File: config.mk
export PLATFORM = sky130hd
export DESIGN_NAME = pisg_input_stage
export DESIGN_NICKNAME = d
export VERILOG_FILES = /design/src/pisg_pkg.sv /design/src/pisg_dead_timer.sv /design/src/pisg_input_stage.sv
export SDC_FILE = /design/constraint.sdc
export NUM_CORES = 1
export LEC_CHECK = 0
export ABC_AREA = 1
export BUFFER_PORTS_ARGS = -buffer_cell sky130_fd_sc_hd__buf_2
export CAP_MARGIN = 10
export CORE_MARGIN = 2
export CORE_UTILIZATION = 47
export CTS_CLUSTER_SIZE = 16
export DETAILED_ROUTE_END_ITERATION = 7
export GPL_ROUTABILITY_DRIVEN = 0
export GPL_TIMING_DRIVEN = 1
export HOLD_SLACK_MARGIN = 0.03
export PLACE_DENSITY = 0.75
export SLEW_MARGIN = 20
export SYNTH_ARGS = -nofsm -noshare
export SYNTH_HDL_FRONTEND = slang
export SYNTH_SLANG_ARGS = --single-unit
export TNS_END_PERCENT = 50
File: constraint.sdc
create_clock -name mclk -period 1.3 [get_ports mclk]
set_input_delay 0.13 -clock mclk [delete_from_list [all_inputs] [get_ports mclk]]
set_output_delay 0.13 -clock mclk [all_outputs]
set_load 0.05 [all_outputs]
File: src/pisg_pkg.sv
// ==========================================================================
// Shared constants for the PWM input stage with shoot-through guard
package pisg_pkg;

    // ======================================================================
    // Clock
    localparam int CLK_MHZ = 25;

    // ======================================================================
    // Dead time choices, in ns, and the derived cycle counts (rounded up)
    localparam int DEAD_SEL_W = 2;
    localparam int DEAD_CNT_W = 6;
    localparam int DEAD_NS0   = 250;
    localparam int DEAD_NS1   = 500;
    localparam int DEAD_NS2   = 1000;
    localparam int DEAD_NS3   = 2000;
    localparam int DEAD_CYC0  = (DEAD_NS0 * CLK_MHZ + 999) / 1000;
    localparam int DEAD_CYC1  = (DEAD_NS1 * CLK_MHZ + 999) / 1000;
    localparam int DEAD_CYC2  = (DEAD_NS2 * CLK_MHZ + 999) / 1000;
    localparam int DEAD_CYC3  = (DEAD_NS3 * CLK_MHZ + 999) / 1000;

    // ======================================================================
    // Input glitch filter default length, in cycles
    localparam int PWM_FILTER_CYCLES = 2;

    // ======================================================================
    // Reset values
    localparam logic RST_PWM_CMD   = 1'b0;
    localparam logic RST_FLAG      = 1'b0;
    localparam logic RST_DEBUG     = 1'b0;

    // ======================================================================
    // Drive state of the command generator
    typedef enum logic [1:0] {
        PISG_OFF,
        PISG_ON,
        PISG_HELD
    } pisg_drive_e;

    // ======================================================================
    // Dead time select to cycle count
    function automatic logic [DEAD_CNT_W-1:0] dead_cycles(
        input logic [DEAD_SEL_W-1:0] sel
    );
        logic [DEAD_CNT_W-1:0] cyc;
        cyc = DEAD_CNT_W'(DEAD_CYC0);
        case (sel)
            2'h0:    cyc = DEAD_CNT_W'(DEAD_CYC0);
            2'h1:    cyc = DEAD_CNT_W'(DEAD_CYC1);
            2'h2:    cyc = DEAD_CNT_W'(DEAD_CYC2);
            2'h3:    cyc = DEAD_CNT_W'(DEAD_CYC3);
            default: cyc = DEAD_CNT_W'(DEAD_CYC0);
        endcase
        return cyc;
    endfunction : dead_cycles

endpackage : pisg_pkg

File: src/pisg_dead_timer.sv
`timescale 1ns/1ps
// ==========================================================================
// Dead time extension counter
module pisg_dead_timer #(
    parameter int CNT_W = pisg_pkg::DEAD_CNT_W
) (
    input  wire logic             mclk,
    input  wire logic             rst_n,
    input  wire logic             reload,
    input  wire logic [CNT_W-1:0] loadValue,
    output logic                  busy
);

    generate
        if (CNT_W < 1 || CNT_W > 16) begin : g_bad_width
            $error("pisg_dead_timer: CNT_W out of range");
        end
    endgenerate

    typedef struct packed {
        logic [CNT_W-1:0] count;
        logic             busy;
    } pisg_timer_s;

    pisg_timer_s st;
    pisg_timer_s next_st;

    // ======================================================================
    // Reload while the monitor is high, count down once it has fallen
    always_comb begin
        next_st = st;
        if (reload) begin
            next_st.count = loadValue;
        end else if (st.count != '0) begin
            next_st.count = st.count - CNT_W'(1);
        end
        next_st.busy = (next_st.count != '0);
    end

    always_ff @(posedge mclk or negedge rst_n) begin
        if (!rst_n) begin
            st <= '0;
        end else begin
            st <= next_st;
        end
    end

    assign busy = st.busy;

endmodule : pisg_dead_timer

File: src/pisg_input_stage.sv
`timescale 1ns/1ps
// ==========================================================================
// PWM input stage with shoot-through guard
//
// Turns the PWM, monitor and enable inputs into turn-on and turn-off
// commands for the secondary side, and keeps the guard status flags.
// Latency from a pwmIn edge to the command is FILTER_CYCLES + 1 clocks;
// the filter trades that delay for immunity to short input glitches.
module pisg_input_stage #(
    parameter int FILTER_CYCLES = pisg_pkg::PWM_FILTER_CYCLES,
    parameter int DEAD_W        = pisg_pkg::DEAD_CNT_W
) (
    input  wire logic                            mclk,
    input  wire logic                            rst_n,
    input  wire logic                            pwmIn,
    input  wire logic                            shootThroughMonitorIn,
    input  wire logic                            enableIn,
    input  wire logic                            debugStrapIn,
    input  wire logic [pisg_pkg::DEAD_SEL_W-1:0] shootThroughDeadTimeSel,
    input  wire logic                            errorClear,
    output logic                                 turnOnCmd,
    output logic                                 turnOffCmd,
    output logic                                 shootThroughActiveFlag,
    output logic                                 shootThroughErrorFlag,
    output logic                                 debugMode
);

    // ======================================================================
    // Elaboration checks
    localparam int FW = (FILTER_CYCLES < 2) ? 1 : $clog2(FILTER_CYCLES + 1);

    generate
        if (FILTER_CYCLES < 1 || FILTER_CYCLES > 255) begin : g_bad_filter
            $error("pisg_input_stage: FILTER_CYCLES out of range");
        end
        if (DEAD_W != pisg_pkg::DEAD_CNT_W) begin : g_bad_dead
            $error("pisg_input_stage: DEAD_W must match the dead time table");
        end
    endgenerate

    localparam logic [FW-1:0] FILTER_LAST = FW'(FILTER_CYCLES - 1);

    // Every dead time entry must fit the timer and last at least one cycle,
    // otherwise the inhibit would end with the monitor pulse
    localparam int DEAD_TABLE [4] = '{
        pisg_pkg::DEAD_CYC0,
        pisg_pkg::DEAD_CYC1,
        pisg_pkg::DEAD_CYC2,
        pisg_pkg::DEAD_CYC3
    };

    generate
        for (genvar i = 0; i < 4; i++) begin : g_dead_chk
            if (DEAD_TABLE[i] < 1 || DEAD_TABLE[i] >= (1 << DEAD_W)) begin : g_bad
                $error("pisg_input_stage: dead time entry out of range");
            end
        end
    endgenerate

    // ======================================================================
    // State
    typedef struct packed {
        pisg_pkg::pisg_drive_e drive;
        logic                  pwmFilt;
        logic [FW-1:0]         filtCnt;
        logic                  strapTaken;
        logic                  debugMode;
        logic                  activeFlag;
        logic                  errorFlag;
        logic                  turnOn;
        logic                  turnOff;
    } pisg_state_s;

    pisg_state_s st;
    pisg_state_s next_st;

    logic              deadBusy;
    logic              inhibitNow;
    logic              enableValid;
    logic              onRequest;
    logic              blockedAgain;
    logic [DEAD_W-1:0] deadLoad;

    // ======================================================================
    // Drive state decode, shared by both command outputs
    function automatic logic isDriveOn(input pisg_pkg::pisg_drive_e d);
        return (d == pisg_pkg::PISG_ON);
    endfunction : isDriveOn

    // ======================================================================
    // Dead time extension
    // The timer reloads for every monitor-high cycle, so the extension
    // is measured from the falling edge of the monitor pulse.
    assign deadLoad = pisg_pkg::dead_cycles(shootThroughDeadTimeSel);

    pisg_dead_timer #(
        .CNT_W     (DEAD_W)
    ) u_dead_timer (
        .mclk      (mclk),
        .rst_n     (rst_n),
        .reload    (shootThroughMonitorIn),
        .loadValue (deadLoad),
        .busy      (deadBusy)
    );

    // Monitor pulse plus dead time
    assign inhibitNow = shootThroughMonitorIn | deadBusy;

    // ======================================================================
    // Request decode
    // The enable pad is pulled low when left open, so an unconnected
    // enable reads as invalid and keeps the switch off.
    assign enableValid = enableIn;

    // Non-inverted drive only: a high filtered level asks for on
    assign onRequest = st.pwmFilt & enableValid;

    // A request still held off at a second sample has been blocked for
    // at least one whole clock period.
    assign blockedAgain = (st.drive == pisg_pkg::PISG_HELD) &
                          onRequest & inhibitNow;

    // ======================================================================
    // Next state
    always_comb begin
        next_st = st;

        // ------------------------------------------------------------------
        // Glitch filter: a new level must persist for FILTER_CYCLES samples.
        // Costs FILTER_CYCLES cycles of latency on every edge of pwmIn.
        if (pwmIn == st.pwmFilt) begin
            next_st.filtCnt = '0;
        end else if (st.filtCnt == FILTER_LAST) begin
            next_st.pwmFilt = pwmIn;
            next_st.filtCnt = '0;
        end else begin
            next_st.filtCnt = st.filtCnt + FW'(1);
        end

        // ------------------------------------------------------------------
        // Debug strap, taken on the first edge after reset release
        if (!st.strapTaken) begin
            next_st.strapTaken = 1'b1;
            next_st.debugMode  = debugStrapIn;
        end

        // ------------------------------------------------------------------
        // Command generator
        case (st.drive)
            pisg_pkg::PISG_OFF: begin
                if (onRequest && !inhibitNow) begin
                    next_st.drive = pisg_pkg::PISG_ON;
                end else if (onRequest) begin
                    // Rising edge caught in the inhibit window
                    next_st.drive = pisg_pkg::PISG_HELD;
                end
            end
            pisg_pkg::PISG_HELD: begin
                if (!onRequest) begin
                    next_st.drive = pisg_pkg::PISG_OFF;
                end else if (!inhibitNow) begin
                    // Short blocks end here as a delayed turn-on only
                    next_st.drive = pisg_pkg::PISG_ON;
                end
            end
            pisg_pkg::PISG_ON: begin
                // Inhibit is not looked at here: an active switch
                // is only ended by pwmIn or by the enable.
                if (!onRequest) begin
                    next_st.drive = pisg_pkg::PISG_OFF;
                end
            end
            default: begin
                next_st.drive = pisg_pkg::PISG_OFF;
            end
        endcase

        // ------------------------------------------------------------------
        // Command outputs, complementary, from the next drive state
        next_st.turnOn  = isDriveOn(next_st.drive);
        next_st.turnOff = !isDriveOn(next_st.drive);

        // ------------------------------------------------------------------
        // Status: same length as the inhibit window, one cycle later
        next_st.activeFlag = inhibitNow;

        // ------------------------------------------------------------------
        // Sticky error; a new block in the clear cycle wins over the clear
        if (blockedAgain) begin
            next_st.errorFlag = 1'b1;
        end else if (errorClear) begin
            next_st.errorFlag = 1'b0;
        end
    end

    // ======================================================================
    // State register
    always_ff @(posedge mclk or negedge rst_n) begin
        if (!rst_n) begin
            st.drive      <= pisg_pkg::PISG_OFF;
            st.pwmFilt    <= 1'b0;
            st.filtCnt    <= '0;
            st.strapTaken <= 1'b0;
            st.debugMode  <= pisg_pkg::RST_DEBUG;
            st.activeFlag <= pisg_pkg::RST_FLAG;
            st.errorFlag  <= pisg_pkg::RST_FLAG;
            st.turnOn     <= pisg_pkg::RST_PWM_CMD;
            st.turnOff    <= ~pisg_pkg::RST_PWM_CMD;
        end else begin
            st <= next_st;
        end
    end

    // ======================================================================
    // Outputs, each straight from a state flip-flop
    assign turnOnCmd              = st.turnOn;
    assign turnOffCmd             = st.turnOff;
    assign shootThroughActiveFlag = st.activeFlag;
    assign shootThroughErrorFlag  = st.errorFlag;
    assign debugMode              = st.debugMode;

endmodule : pisg_input_stage

==> results.toml <==
[power_and_ir_drop]
power.total_mw = 1.46
p_leak_nw = 0.561
p_per_area_mw_per_mm2 = 1340
vdd_drop_max_uv = 1080

[global_route]
overflow = 0
grt_usage = 0.165
grt_pass1_vias = 612
grt_pass1_wl_um = 2560
antenna_found_initial = 0
grt_max_degree = 19

[final_layout]
final_cell_mix = "nand2_1, dfrtp_1, inv_1, buf_2, nor2_1"
regArea_um2 = 452
fillers = 171
synthToLayoutAreaGrowth_pct = 21.4
multiInputGateArea_um2 = 405
nNetsFinal = 137
final_common_cell = "nand2_1"
drive_gt1_frac = 0.281
diodes = 0
finish.utilization = 0.619

[clock_tree]
clkLatencyLatePin_ns = 0.29
cts_sinks = 18
clk_pin_slew_worst_paths_ns = 0.10
numCtsBuffers = 3
clock_path_buffers = 2
cts_root_buffer = "clkbuf_4"
htree_levels = 1
cts_tree = "done"

[route]
drtIter0Drc = 8
drcViolationCount = 0
final_antenna_net_count = 0
firstDrtPassIters = 4
wl_per_cell_um = 10.5
avgViaCountPerCell = 4.60
vias = 671
wl_um = 1530

[hold_path]
min_delay_path_depth = 2
hold_path_class = "input port to register"

[floorplanning]
die_x_um = 47.8
fp-row-count = 15
start_util = 0.510
fp.dieH_um = 47.8
pin_count = 14
die_area_mm2 = 0.00228
core_area_mm2 = 0.00176

[worst_setup_path]
reg2reg_depth = 7
cp_slowest_cell = "dfrtp_1"
cp_common_cell = "nand3_1"
worstPathRequired_ns = 1.49
start_kind = "register"
critPathKind = "register to register"
crit_path_end_kind = "register"
worstPathCellList = "inv_2 > ha_4 > nand3_4 > nand2_1 > nand3_1 > nor2_1 > nand3_1"
path_buf_inv = 1
critPathMaxStageDelay_ns = 0.41
worst-path-max-fanout = 6
cp_num_cells = 7
crit_family = "simple AND/OR/NAND/NOR gates"
arrival_ns = 1.46

[sta]
timing.final.crit_share = 0.976
fin_ws_ns = 0.0307
finClkSkew_ns = 0.00700
setup_viol = 0
rsz0062_at_grt = "true"
hold_ws_ns = 0.0624
fin_crit_ns = 1.27
max_freq_mhz = 788
drv_slew = 0
hold_violations = 0

[synthesis]
netlist.area_leader.share = 0.473
syn_inst = 100
netlist_area_um2 = 900
ys_warn_count = 0
synth_area_leaders = "dfrtp_1, nand2_1, ha_1"
ys_types = 25
syn_area_per_cell_um2 = 9.00
syn-num-nets = 115
seq_area_frac_synth = 0.502
ys_ff_latch = 18
synth_top_area_cell = "dfrtp_1"

[placed_design]
dp_hpwl_um = 1190
post-place-ws_ns = -0.0307
port_buffers = 13

[run]
max-cap-violations = 0

[status]
status = "finished, final reports clean"
==> flip-flops by register name, indices dropped and copies added, names as in the netlist <==
signal,count
st,6
u_dead_timer.st,6
debugMode,1
shootThroughActiveFlag,1
shootThroughErrorFlag,1
turnOffCmd,1
turnOnCmd,1
u_dead_timer.busy,1
==> Yosys cell counts <==
cell type,count
nand2_1,21
dfrtp_1,17
inv_1,14
nor2_1,8
ha_1,6
nand3_1,5
inv_2,4
a21oi_1,3
nor2_2,3
nand4_1,2
nor3_1,2
o21ai_1,2
conb_1,1
dfstp_2,1
mux2_2,1
mux2i_1,1
nand2_2,1
nand3_4,1
nand3b_1,1
nor2_4,1
o21ai_0,1
o32ai_1,1
or2_1,1
xnor2_1,1
xor2_1,1
==> path summary, 6_finish.rpt <==
path,startpoint,end,slack [ns]
min in group asynchronous,rst_n,turnOnCmd,0.27
max in group asynchronous,rst_n,turnOffCmd,0.72
min reg2reg,st[6],st[6],0.46
min,shootThroughMonitorIn,u_dead_timer.st[5],0.06
max,u_dead_timer.st[2],u_dead_timer.busy,0.03
max reg2reg,u_dead_timer.st[2],u_dead_timer.busy,0.03
==> cell type report <==
class                   instances  area share
clock buffers                   4      0.0332
multi-input cells              64       0.371
flip-flops and latches         18       0.414
well taps                      25      0.0286
repair buffers                 17      0.0916
inverters                      18      0.0619
==> stage by stage <==
step | std cells | instance area, um2 | setup TNS [ns]
after global routing | 146 | 1090 | -0.154
after floorplan | 100 | 900 | 0
after detailed placement | 139 | 1000 | -0.0552
after CTS | 145 | 1070 | 0
final | 146 | 1090 | 0
after global placement | 139 | 1000 | 0
==> power by group <==
part           internal [mW]  switching [mW]  leakage (nW)
Combinational          0.161           0.244         0.324
Sequential             0.644          0.0719         0.215
Clock                  0.171           0.167        0.0210
Total                  0.976           0.483         0.561
==> worst register-to-register path: cells and delay by family (launching register included) <==
family | cells | cell delay [ns]
fa+ha+maj | 1 | 0.16
simple gates | 5 | 0.48
flops | 1 | 0.41
buf+inv | 1 | 0.12
==> cells by family after synthesis <==
group / Yosys count / synth area share
AND/OR/NAND/NOR: 46 / 0.249
multiplexers: 2 / 0.0236
XOR/XNOR: 2 / 0.0195
adder cells (fa/ha/maj): 6 / 0.0834
AO/OA/AOI/OAI: 7 / 0.0431
other: 1 / 0.00417
flip-flops: 18 / 0.502
buffers and inverters: 18 / 0.0751
==> routing by layer <==
layer / track usage / wire, um / vias up
li1: - / - / 351
met1: 0.195 / 667 / 303
met2: 0.285 / 803 / 13
met3: 0.0226 / 36 / 4
met4: 0.0973 / 24 / 0
met5: 0 / 0 / -
==> what timing repair did <==
action                     CTS  global route
hold endpoints to repair    18             0
setup endpoints to repair    2             2
hold buffers                 2             0
buffers inserted             0             1
pin swaps                    0             1
gates resized for setup      4             1
Power figures use the tool's default switching activity.
